### src/design/rtcis_pkg.sv
// shared constants, states and carriers for the serial slave port of the clock chip
// assumes a single 200 MHz core clock and a sampled two-wire link
// Operation
// RULE1: single write: address byte, memory address, data, stop
// RULE2: device acknowledges every byte the master writes; the code nacks a data byte while the write buffer is full
// RULE3: multi write: data bytes stored one after another
// RULE4: reads start at internal address counter
// RULE5: single read: read address, one byte, nack
// RULE6: address-only write presets the address counter
// RULE7: repeated start after address phase begins read
// RULE8: device keeps sending while master acknowledges
// RULE9: master nack ends read, device releases data
// RULE10: device never holds the clock line low
// RULE11: data line only pulled low or released
// RULE12: responds only to address bytes D0h/D1h
// RULE13: foreign address ignored until next start
// RULE14: first byte after address is memory address
// RULE15: sample on clock rise, shift after fall
// RULE16: address counter increments after every data byte; the code leaves it unchanged for a data byte refused by a full buffer
package rtcis_pkg;

  localparam int unsigned BYTE_W     = 8;
  localparam int unsigned FIFO_DEPTH = 16;
  localparam int unsigned FIFO_W     = 16;

  // seven-bit device address: D0h for writes, D1h for reads
  localparam logic [6:0] SLAVE_ADDR  = 7'h68;
  localparam logic       DIR_READ    = 1'h1;
  localparam logic [3:0] BIT_LAST    = 4'h8;
  localparam logic [3:0] BIT_ZERO    = 4'h0;
  localparam logic [7:0] PTR_RESET   = 8'h00;
  localparam logic [7:0] PTR_STEP    = 8'h01;

  typedef enum logic [2:0] {
    ST_IDLE   = 3'h0,
    ST_RECV   = 3'h1,
    ST_ACK    = 3'h2,
    ST_SEND   = 3'h3,
    ST_MACK   = 3'h4,
    ST_IGNORE = 3'h5
  } rtcis_state_type;

  typedef enum logic [1:0] {
    KIND_DEV  = 2'h0,
    KIND_MEM  = 2'h1,
    KIND_DATA = 2'h2
  } rtcis_kind_type;

  typedef struct packed {
    logic [7:0] addr;
    logic [7:0] data;
  } rtcis_wr_type;

endpackage

### src/design/rtcis_slave.sv
// serial slave port: two-wire link front end, address counter and write buffer
// assumes scl/sda arrive asynchronously and the memory answers rd_data_i combinationally

module rtcis_fifo #(
  parameter int unsigned WIDTH = 16,
  parameter int unsigned DEPTH = 16
) (
  input  wire logic             core_clk_i,
  input  wire logic             sys_rst_i,
  input  wire logic             in_valid_i,
  output logic                  in_ready_o,
  input  wire logic [WIDTH-1:0] in_data_i,
  output logic                  out_valid_o,
  input  wire logic             out_ready_i,
  output logic      [WIDTH-1:0] out_data_o
);
  localparam int unsigned PW = $clog2(DEPTH);
  localparam int unsigned CW = $clog2(DEPTH + 1);
  localparam logic [CW-1:0] FULL_CNT = CW'(DEPTH);

  logic [WIDTH-1:0] mem [DEPTH];
  logic [PW-1:0]    wp;
  logic [PW-1:0]    rp;
  logic [CW-1:0]    cnt;
  logic             push;
  logic             load;

  // output stage is a register so the consumer sees flop-driven data
  assign in_ready_o = (cnt != FULL_CNT);
  assign push       = in_valid_i & in_ready_o;
  assign load       = (cnt != '0) & (~out_valid_o | out_ready_i);

  always_ff @(posedge core_clk_i) begin
    if (push) begin
      mem[wp] <= in_data_i;
    end
  end

  always_ff @(posedge core_clk_i) begin
    if (sys_rst_i) begin
      wp  <= '0;
      rp  <= '0;
      cnt <= '0;
    end else begin
      if (push) begin
        wp <= PW'(wp + 1'b1);
      end
      if (load) begin
        rp <= PW'(rp + 1'b1);
      end
      cnt <= CW'(cnt + CW'(push) - CW'(load));
    end
  end

  always_ff @(posedge core_clk_i) begin
    if (sys_rst_i) begin
      out_valid_o <= 1'b0;
      out_data_o  <= '0;
    end else if (load) begin
      out_valid_o <= 1'b1;
      out_data_o  <= mem[rp];
    end else if (out_ready_i) begin
      out_valid_o <= 1'b0;
    end
  end
endmodule // rtcis_fifo

module rtcis_slave (
  input  wire logic                  core_clk_i,
  input  wire logic                  sys_rst_i,
  input  wire logic                  scl_i,
  input  wire logic                  sda_i,
  output logic                       sda_o,
  output logic                       sda_oe_n_o,
  output logic                       wr_valid_o,
  input  wire logic                  wr_ready_i,
  output rtcis_pkg::rtcis_wr_type    wr_data_o,
  output logic                [7:0]  rd_addr_o,
  input  wire logic           [7:0]  rd_data_i,
  output logic                       busy_o
);
  logic                        scl_m;
  logic                        scl_s;
  logic                        scl_d;
  logic                        sda_m;
  logic                        sda_s;
  logic                        sda_d;
  rtcis_pkg::rtcis_state_type  st;
  rtcis_pkg::rtcis_kind_type   kind;
  logic [3:0]                  cnt;
  logic [7:0]                  rx;
  logic [7:0]                  tx;
  logic                        rw;
  logic                        mack;
  logic                        rise;
  logic                        fall;
  logic                        start;
  logic                        stop;
  logic                        byte_done;
  logic                        ack_ok;
  logic                        ack_end;
  logic                        mack_fall;
  logic                        load_tx;
  logic                        send_fall;
  logic                        push;
  logic                        fifo_ready;
  rtcis_pkg::rtcis_wr_type     push_word;
  logic [15:0]                 fifo_out;

  // the eighth bit of a byte has been clocked once the counter reaches its end value
  function automatic logic last_bit(input logic [3:0] count);
    return count == rtcis_pkg::BIT_LAST;
  endfunction

  // two-stage synchronisers plus a delay stage; the second and third stages feed logic
  always_ff @(posedge core_clk_i) begin
    if (sys_rst_i) begin
      scl_m <= 1'b1;
      scl_s <= 1'b1;
      scl_d <= 1'b1;
      sda_m <= 1'b1;
      sda_s <= 1'b1;
      sda_d <= 1'b1;
    end else begin
      scl_m <= scl_i;
      scl_s <= scl_m;
      scl_d <= scl_s;
      sda_m <= sda_i;
      sda_s <= sda_m;
      sda_d <= sda_s;
    end
  end

  assign rise      = scl_s & ~scl_d;
  assign fall      = ~scl_s & scl_d;
  // start and stop are data edges while the clock stays high
  assign start     = scl_s & scl_d & sda_d & ~sda_s;
  assign stop      = scl_s & scl_d & ~sda_d & sda_s;
  assign byte_done = (st == rtcis_pkg::ST_RECV) & fall & last_bit(cnt);
  assign ack_end   = (st == rtcis_pkg::ST_ACK) & fall;
  assign send_fall = (st == rtcis_pkg::ST_SEND) & fall;
  assign mack_fall = (st == rtcis_pkg::ST_MACK) & fall;
  // read data is fetched at the counter, never at a byte sent with the read
  assign load_tx   = (ack_end & rw & (kind == rtcis_pkg::KIND_DEV)) | (mack_fall & mack); // RULE4 RULE8
  assign push      = byte_done & (kind == rtcis_pkg::KIND_DATA) & fifo_ready;

  always_comb begin
    case (kind)
      rtcis_pkg::KIND_DEV:  ack_ok = (rx[7:1] == rtcis_pkg::SLAVE_ADDR); // RULE12
      rtcis_pkg::KIND_MEM:  ack_ok = 1'b1;
      // a full buffer is answered with a nack rather than losing the byte
      rtcis_pkg::KIND_DATA: ack_ok = fifo_ready; // RULE2
      default:              ack_ok = 1'b0;
    endcase
  end

  // byte framing and transaction phase
  always_ff @(posedge core_clk_i) begin
    if (sys_rst_i) begin
      st   <= rtcis_pkg::ST_IDLE;
      kind <= rtcis_pkg::KIND_DEV;
      cnt  <= rtcis_pkg::BIT_ZERO;
      rx   <= '0;
    end else if (start) begin
      // a repeated start restarts framing from any phase
      st   <= rtcis_pkg::ST_RECV; // RULE7 RULE13
      kind <= rtcis_pkg::KIND_DEV;
      cnt  <= rtcis_pkg::BIT_ZERO;
    end else if (stop) begin
      st <= rtcis_pkg::ST_IDLE;
    end else begin
      case (st)
        rtcis_pkg::ST_RECV: begin
          if (rise) begin
            rx  <= {rx[6:0], sda_s}; // RULE15
            cnt <= 4'(cnt + 1'b1);
          end else if (byte_done) begin
            st <= ack_ok ? rtcis_pkg::ST_ACK : rtcis_pkg::ST_IGNORE; // RULE13
          end
        end
        rtcis_pkg::ST_ACK: begin
          if (fall) begin
            cnt <= rtcis_pkg::BIT_ZERO;
            if (load_tx) begin
              st <= rtcis_pkg::ST_SEND;
            end else begin
              st <= rtcis_pkg::ST_RECV;
              // byte after the address byte is always the memory address
              kind <= (kind == rtcis_pkg::KIND_DEV) ? rtcis_pkg::KIND_MEM : rtcis_pkg::KIND_DATA; // RULE14 RULE3
            end
          end
        end
        rtcis_pkg::ST_SEND: begin
          if (rise) begin
            cnt <= 4'(cnt + 1'b1);
          end else if (fall && last_bit(cnt)) begin
            st <= rtcis_pkg::ST_MACK;
          end
        end
        rtcis_pkg::ST_MACK: begin
          if (fall) begin
            cnt <= rtcis_pkg::BIT_ZERO;
            st  <= mack ? rtcis_pkg::ST_SEND : rtcis_pkg::ST_IGNORE; // RULE8 RULE9 RULE5
          end
        end
        rtcis_pkg::ST_IDLE,
        rtcis_pkg::ST_IGNORE: begin
          st <= st;
        end
        default: begin
          st <= rtcis_pkg::ST_IDLE;
        end
      endcase
    end
  end

  // transfer direction is taken from the address byte only
  always_ff @(posedge core_clk_i) begin
    if (sys_rst_i) begin
      rw <= 1'b0;
    end else if (byte_done && kind == rtcis_pkg::KIND_DEV) begin
      rw <= rx[0];
    end
  end

  // master answer to a read byte, sampled on the rise of the ninth clock
  always_ff @(posedge core_clk_i) begin
    if (sys_rst_i) begin
      mack <= 1'b0;
    end else if (st == rtcis_pkg::ST_MACK && rise) begin
      mack <= ~sda_s; // RULE8
    end
  end

  // transmit shifter
  // limitation: the byte is fetched at its first bit, so a later write to it is not seen
  always_ff @(posedge core_clk_i) begin
    if (sys_rst_i) begin
      tx <= '0;
    end else if (load_tx) begin
      tx <= rd_data_i; // RULE4
    end else if (send_fall && !last_bit(cnt)) begin
      tx <= {tx[6:0], 1'b0};
    end
  end

  // open-drain data pin: the driven level is always low, high comes from the pullup
  always_ff @(posedge core_clk_i) begin
    if (sys_rst_i) begin
      sda_o      <= 1'b0; // RULE11
      sda_oe_n_o <= 1'b1;
    end else if (start || stop) begin
      sda_oe_n_o <= 1'b1;
    end else if (byte_done) begin
      sda_oe_n_o <= ~ack_ok; // RULE2
    end else if (ack_end || mack_fall) begin
      // bit 7 goes out right after the falling edge that ends the previous slot
      sda_oe_n_o <= load_tx ? rd_data_i[7] : 1'b1; // RULE15 RULE9
    end else if (send_fall) begin
      sda_oe_n_o <= last_bit(cnt) ? 1'b1 : tx[6]; // RULE11
    end
  end

  // address counter: preset by the memory address byte, stepped per stored or sent data byte
  always_ff @(posedge core_clk_i) begin
    if (sys_rst_i) begin
      rd_addr_o <= rtcis_pkg::PTR_RESET;
    end else if (byte_done && kind == rtcis_pkg::KIND_MEM) begin
      rd_addr_o <= rx; // RULE6 RULE1
    end else if (push || (send_fall && last_bit(cnt))) begin
      rd_addr_o <= 8'(rd_addr_o + rtcis_pkg::PTR_STEP); // RULE16
    end
  end

  always_ff @(posedge core_clk_i) begin
    if (sys_rst_i) begin
      busy_o <= 1'b0;
    end else begin
      busy_o <= (st != rtcis_pkg::ST_IDLE) && (st != rtcis_pkg::ST_IGNORE);
    end
  end

  assign push_word.addr = rd_addr_o;
  assign push_word.data = rx;
  assign wr_data_o      = rtcis_pkg::rtcis_wr_type'(fifo_out);

  // the clock pin is input only, so no stretching is ever possible
  rtcis_fifo #(
    .WIDTH (rtcis_pkg::FIFO_W),
    .DEPTH (rtcis_pkg::FIFO_DEPTH)
  ) u_fifo (
    .core_clk_i  (core_clk_i),
    .sys_rst_i   (sys_rst_i),
    .in_valid_i  (push), // RULE1 RULE3
    .in_ready_o  (fifo_ready),
    .in_data_i   (push_word),
    .out_valid_o (wr_valid_o),
    .out_ready_i (wr_ready_i),
    .out_data_o  (fifo_out)
  ); // RULE10
endmodule // rtcis_slave

### config.mk
export PLATFORM = sky130hd
export DESIGN_NAME = rtcis_slave
export DESIGN_NICKNAME = d
export VERILOG_FILES = /design/src/design/rtcis_pkg.sv /design/src/design/rtcis_slave.sv
export SDC_FILE = /design/constraint.sdc
export NUM_CORES = 1
export LEC_CHECK = 0
export ABC_AREA = 1
export ABC_CLOCK_PERIOD_IN_PS = 2500
export CAP_MARGIN = 20
export CORE_MARGIN = 5
export CORE_UTILIZATION = 57
export CTS_CLUSTER_SIZE = 28
export DETAILED_ROUTE_END_ITERATION = 7
export DONT_BUFFER_PORTS = 1
export PLACE_DENSITY = 0.77
export SLEW_MARGIN = 20
export SYNTH_ARGS = -nofsm -noshare
export SYNTH_HDL_FRONTEND = slang
export SYNTH_SLANG_ARGS = --single-unit
### constraint.sdc
create_clock -name core_clk_i -period 2.5 [get_ports core_clk_i]
set_input_delay 0 -clock core_clk_i [delete_from_list [all_inputs] [get_ports core_clk_i]]
set_output_delay 0 -clock core_clk_i [all_outputs]
set_load 0.03 [all_outputs]
; ---- After elaboration in Yosys (flattened, before gate mapping)
; Memories as Yosys holds them, arrays and structs flattened. A register that Yosys moved wholly into a read port is not among the register bits.
; Index checks and enable logic that the tools add are counted.
[totals]
regBits = 56
ram_bits = 256
inputBits = 13
output_inout_bits = 28
word_cells = 146
memories = 1
[op_classes]
add_sub_neg = 6
n_eq_ne = 26
n_mux = 30
bitwise = 31
reduce_logical = 31
[memory_table]
columns = name, depth, word_bits, rd, rd_clocked_by_memory_dff, write_ports, line
row1 = u_fifo.mem, 16, 16, 1, 1, 1, rtcis_slave.sv:21  ; logic [WIDTH-1:0] mem [DEPTH];
[op_table]
columns = op, count
row1 = 3-bit 2-to-1 mux, 8
row2 = "4-bit != test, second input constant", 5
row3 = 1-bit AND, 19
row4 = 8-bit 2-to-1 mux, 2
row5 = 3-bit case mux with 5 select lines, 1
row6 = 7-bit 2-to-1 mux, 2
row7 = 7-bit AND reduction, 2
row8 = "4-bit by 1-bit adder with 4-bit output, second input constant", 3
row9 = 4-bit AND reduction, 3
row10 = 1-bit 2-to-1 mux, 11
row11 = "2-bit != test, second input constant", 5
row12 = 1-bit inverter, 10
row13 = 2-bit OR reduction, 5
row14 = "8-bit by 1-bit adder with 8-bit output, second input constant", 1
row15 = 4-bit 2-to-1 mux, 2
row16 = 4-bit case mux with 2 select lines, 1
row17 = 2-bit nonzero test, 4
row18 = "7-bit equality test, second input constant", 1
row19 = 1-bit logical AND, 7
row20 = "3-bit by 2-bit equality test with 1-bit output, second input constant", 2
row21 = "3-bit equality test, second input constant", 2
row22 = "2-bit by 1-bit != test with 1-bit output, second input constant", 3
row23 = "3-bit != test, second input constant", 2
row24 = 3-bit nonzero test, 2
row25 = other kinds (17), 21

; ---- Logic depth before layout (Yosys ltp)
[depth]
depth_word = 11
ltp_mapped = 14
depth_no_buf = 13

; ---- Hierarchy
; From an unflattened synthesis, not the netlist that was laid out.
[hier_totals]
hier_cells = 1532
area_unflattened_um2 = 14421.3
[modules_own_cells]
columns = mod, instances, cells_each, area_each_um2, seq_area_each_um2
row1 = rtcis_fifo, 1, 1200, 12155.4, 8287.9
row2 = rtcis_slave, 1, 332, 2265.9, 840.8

; ---- Worst setup path after synthesis
; No wires, ideal clock.
[synth_path]
kind = register -> register
start = register u_fifo.out_valid_o
end = register u_fifo.cnt[4]
setup_time_ns = 0.125
arrival_time_ns = 2.313
required_time_ns = 2.375
slack_ns = 0.062
stages_incl_launch_ff = 13
n_path_buf = 1
period_less_slack_ns = 2.438
cell_sequence = dfxtp_1 nand2_1 nand2_1 inv_2 buf_2 ha_1 inv_1 ha_1 fa_1 a21oi_1 o21ai_0 o21ai_0 a21oi_1
[synth_between]
elab_chain_cells = 4
[synth_lines]
columns = element, line
row1 = "start, declared", rtcis_slave.sv:13  ; output logic out_valid_o,
row2 = "start signal, assigned", rtcis_slave.sv:57  ; out_valid_o <= 1'b0;
row3 = "start signal, assigned", rtcis_slave.sv:60  ; out_valid_o <= 1'b1;
row4 = "start signal, assigned", rtcis_slave.sv:63  ; out_valid_o <= 1'b0;
row5 = 1-bit inverter, rtcis_slave.sv:31  ; assign load = (cnt != '0) & (~out_valid_o | out_ready_i);
row6 = 1-bit OR, rtcis_slave.sv:31
row7 = 1-bit AND, rtcis_slave.sv:31
row8 = named net u_fifo.load, rtcis_slave.sv:26  ; logic load;
row9 = 5-bit by 1-bit subtractor with 5-bit output, rtcis_slave.sv:51  ; cnt <= CW'(cnt + CW'(push) - CW'(load));
row10 = "end signal, assigned", rtcis_slave.sv:51
row11 = "end, declared", rtcis_slave.sv:24  ; logic [CW-1:0] cnt;
; The timed path passes the listed nets, and every way through them passes these cells.
; A chain may end at the register's enable or synchronous reset.

; ---- Worst setup path after layout
[layout_path]
start = register u_fifo.cnt[2]
end = register u_fifo.cnt[4]
[layout_between]
elab_chain_cells = 5
word_cells_on_any_way = 7
cone_classes = add/sub: 2 / eq/ne: 1 / bitwise: 3 / reduce/logical: 1
[layout_lines]
columns = element, line
row1 = 5-bit != test, rtcis_slave.sv:29  ; assign in_ready_o = (cnt != FULL_CNT);
row2 = 1-bit AND, rtcis_slave.sv:145  ; assign push = byte_done & (kind == rtcis_pkg::KIND_DATA) & fifo_ready;
row3 = 1-bit AND, rtcis_slave.sv:30  ; assign push = in_valid_i & in_ready_o;
row4 = 5-bit by 1-bit adder with 5-bit output, rtcis_slave.sv:51
row5 = 5-bit by 1-bit subtractor with 5-bit output (*), rtcis_slave.sv:51
; Every way passes the cells marked *; elsewhere a longest branch is shown, timed or not.

==> metrics.txt <==
# TYPE chip_impl_metric gauge
chip_impl_info{name="outcome",value="finished clean"} 1
chip_impl_metric{name="cts-htree-levels",unit=""} 2
chip_impl_metric{name="detail_route_antenna_nets",unit=""} 0
chip_impl_info{name="most-common-layout-cells",value="288 x nor2_1, 256 x edfxtp_1, 139 x o21ai_0"} 1
chip_impl_metric{name="clock_pin_slew_on_the_worst_setup_and_hold_paths",unit="ns"} 0.06
chip_impl_metric{name="routabilityCongestion",unit=""} 0.829
chip_impl_metric{name="fin_util",unit="%"} 65.5
chip_impl_metric{name="worstPathMaxFanout",unit=""} 2
chip_impl_metric{name="drt_iter0_drc",unit=""} 1119
chip_impl_metric{name="finalClockSkew",unit="ns"} 0.00887
chip_impl_metric{name="gr-usage-met3",unit="%"} 3.87
chip_impl_metric{name="worst_slew_pin_slew",unit="ns"} 0.829
chip_impl_info{name="setup.worst_path.end_class",value="register"} 1
chip_impl_metric{name="layout_min_cycle_time",unit="ns"} 2.29
chip_impl_metric{name="yosys_warnings",unit=""} 0
chip_impl_info{name="layout_commonest_cell",value="nor2_1"} 1
chip_impl_metric{name="placementRows",unit=""} 56
chip_impl_metric{name="ys_types",unit=""} 38
chip_impl_metric{name="worst_ep_arrival_time",unit="ns"} 2.67
chip_impl_metric{name="wl",unit="um"} 31000
chip_impl_metric{name="max-cap-violations",unit=""} 0
chip_impl_metric{name="syn_area_per_cell",unit="sq um"} 10.8
chip_impl_metric{name="grt.total_usage",unit="%"} 23.1
chip_impl_metric{name="initial_antenna_violation_count",unit=""} 1
chip_impl_metric{name="grtUsageMet1",unit="%"} 30.9
chip_impl_info{name="worstHoldPathType",value="in2reg"} 1
chip_impl_metric{name="placement.io_buffers",unit=""} 0
chip_impl_metric{name="place_hpwl",unit="um"} 18800
chip_impl_metric{name="floorplan.die_area",unit="sq um"} 27300
chip_impl_metric{name="crit_required",unit="ns"} 2.88
chip_impl_metric{name="timing.final.crit_share",unit="%"} 91.6
chip_impl_metric{name="pwr_density_cell",unit="nW/um^2"} 933
chip_impl_metric{name="grt_first_pass_wirelength",unit="um"} 48900
chip_impl_info{name="timing.critical_path.from_type",value="register"} 1
chip_impl_metric{name="syn_nets",unit=""} 1295
chip_impl_metric{name="vias_per_cell",unit=""} 5.74
chip_impl_info{name="unrepaired_setup_endpoints_after_global_routing",value="false"} 1
chip_impl_metric{name="drive_above_1_share",unit="%"} 11.5
chip_impl_info{name="gr-max-usage-layer",value="met2"} 1
chip_impl_metric{name="tns",unit="ns"} 0
chip_impl_metric{name="pre_cts_ws",unit="ns"} 0.138
chip_impl_metric{name="worstSkewPairLatency",unit="ns"} 0.50
chip_impl_info{name="tritoncts_clock_tree",value="built"} 1
chip_impl_metric{name="postSynthCellCount",unit=""} 1267
chip_impl_metric{name="drt_drc_violations_left",unit=""} 0
chip_impl_metric{name="clock_sink_count",unit=""} 328
chip_impl_metric{name="slew_viol_final",unit=""} 0
chip_impl_metric{name="num_antenna_cells",unit=""} 0
chip_impl_metric{name="cts-root-to-sink-buffers",unit=""} 3
chip_impl_metric{name="clock.fmax",unit="MHz"} 437
chip_impl_metric{name="maximum_number_of_pins_on_one_net_before_global_route_repair",unit=""} 94
chip_impl_metric{name="vias",unit=""} 9460
chip_impl_info{name="ctsRootBufferMaster",value="clkbuf_16"} 1
chip_impl_metric{name="synthToLayoutAreaGrowth",unit="%"} 12.8
chip_impl_metric{name="vertical_extent_of_the_die",unit="um"} 165
chip_impl_metric{name="routed_wire_per_std_cell",unit="um"} 18.8
chip_impl_metric{name="firstDrtPassIters",unit=""} 5
chip_impl_metric{name="final-hold-violation-count",unit=""} 0
chip_impl_metric{name="met2_usage",unit="%"} 39.2
chip_impl_metric{name="static-leakage-power",unit="uW"} 0.00566
chip_impl_metric{name="setup_slack",unit="ns"} 0.210
chip_impl_metric{name="grt-ovfl-total",unit=""} 0
chip_impl_metric{name="netlist_area",unit="sq um"} 13700
chip_impl_metric{name="layout.nets",unit=""} 1334
chip_impl_metric{name="synth_seq_area_share",unit="%"} 66.6
chip_impl_metric{name="ys_ff_latch",unit=""} 328
chip_impl_metric{name="via_count_of_the_first_global_routing_pass",unit=""} 9221
chip_impl_metric{name="finalSetupViolations",unit=""} 0
chip_impl_metric{name="initial_core_util",unit="%"} 58.1
chip_impl_metric{name="fp.dieW",unit="um"} 165
chip_impl_metric{name="number_of_buffers_inserted_during_clock_tree_synthesis",unit=""} 35
chip_impl_info{name="timing.setup.critical_path_class",value="reg2reg"} 1
chip_impl_metric{name="vdd.ir_drop.worst",unit="uV"} 500
chip_impl_metric{name="ioPinCount",unit=""} 41
chip_impl_metric{name="core_region_area",unit="sq um"} 23600
chip_impl_metric{name="max_slew_margin",unit="%"} 44.7
[routing by layer]
metal / share of wire (%) / wire, um
met1: 41 / 12600
met2: 50 / 15400
met3: 7.2 / 2230
met4: 2.2 / 672
met5: 0 / 0
[power by group]
group / leakage (uW) / switching (uW) / internal [uW]
combinational: 0.00215 / 2040 / 1030
clock: 0.000548 / 1970 / 2940
sequential: 0.00296 / 440 / 6000
[Yosys cell counts, drive strengths merged]
master	number	area, sq um
a211oi	1	7.51
conb	1	3.75
ha	14	175
fa	1	20.0
nand3	87	450
clkbuf	24	114
nand4	5	31.3
edfxtp	256	7690
nor3	3	25.0
buf	39	236
o211ai	56	420
o21ai	159	796
xor2	4	35.0
a31oi	1	6.26
nand2	114	485
xnor2	4	35.0
nor2	301	1180
inv	75	282
clkinv	1	3.75
nand3b	2	15.0
dfxtp	72	1440
nand2b	1	6.26
or2	7	43.8
a21oi	39	206
[worst paths after layout]
| path | depth (start not counted) | endpoint | slack [ns] | start |
|---|---|---|---|---|
| max reg2reg | 13 | u_fifo.cnt[4] | 0.21 | u_fifo.cnt[2] |
| min | 2 | scl_m | 0.15 | scl_i |
| min reg2reg | 1 | sda_s | 0.42 | sda_m |
| max | 13 | u_fifo.cnt[4] | 0.21 | u_fifo.cnt[2] |
[state kept, by name (all words and copies together) (netlist names)]
| signal | flops |
|---|---|
| u_fifo.mem | 256 |
| scl_d | 1 |
| sda_oe_n_o | 1 |
| st | 3 |
| cnt | 4 |
| tx | 7 |
| sda_m | 1 |
| kind | 2 |
| rx | 8 |
| u_fifo.out_data_o | 16 |
| sda_s | 1 |
| scl_m | 1 |
| mack | 1 |
| u_fifo.wp | 4 |
| u_fifo.out_valid_o | 1 |
| sda_d | 1 |
| scl_s | 1 |
| rd_addr_o | 8 |
| busy_o | 1 |
| u_fifo.cnt | 5 |
| rw | 1 |
| u_fifo.rp | 4 |
[worst max-delay path: stages, from the launching register on]
cell and delay, ns:
dfxtp_1 0.31, inv_1 0.08, ha_1 0.17, nand4_1 0.12
nand2_2 0.10, inv_2 0.04, ha_1 0.27, inv_1 0.04
ha_1 0.23, fa_2 0.39, a21oi_1 0.16, o21ai_1 0.09
o21ai_1 0.12, a21oi_1 0.05
[area by class of cell]
cell class,instances,area [sq um]
well taps,319,399
repair buffers,65,583
multi-input cells,800,3960
inverters,76,287
clock inverters,10,73.8
clock buffers,50,1020
flip-flops and latches,328,9140
fillers,1761,8150
[stage by stage]
| step | hold WS [ns] | total power (uW) | cell area, sq um | std cells |
|---|---|---|---|---|
| 3_5_place_dp | 0.0779 | 9540 | 14200 | 1574 |
| 4_1_cts | 0.148 | 14500 | 15500 | 1648 |
| 3_3_place_gp | 0.0767 | 9450 | 14200 | 1574 |
| 2_1_floorplan | 0.104 | 8830 | 13700 | 1267 |
| 5_1_grt | 0.150 | 15100 | 15500 | 1648 |
| 6_report | 0.154 | 14400 | 15500 | 1648 |
[what timing repair did]
item,in CTS,in global routing
resized for setup,0,4
endpoints found under the setup margin,0,1
setup buffers,0,0
endpoints found under the hold margin,67,0
hold buffers,14,0
[kinds of logic after synthesis]
group | share of synthesized area (%)
AND/OR/NAND/NOR | 16.3
flip-flops | 66.6
AO/OA/AOI/OAI | 10.5
buffers and inverters | 4.64
adder cells (fa/ha/maj) | 1.42
XOR/XNOR | 0.511
other | 0.0274
No activity file was read; power rests on OpenSTA's default activity.
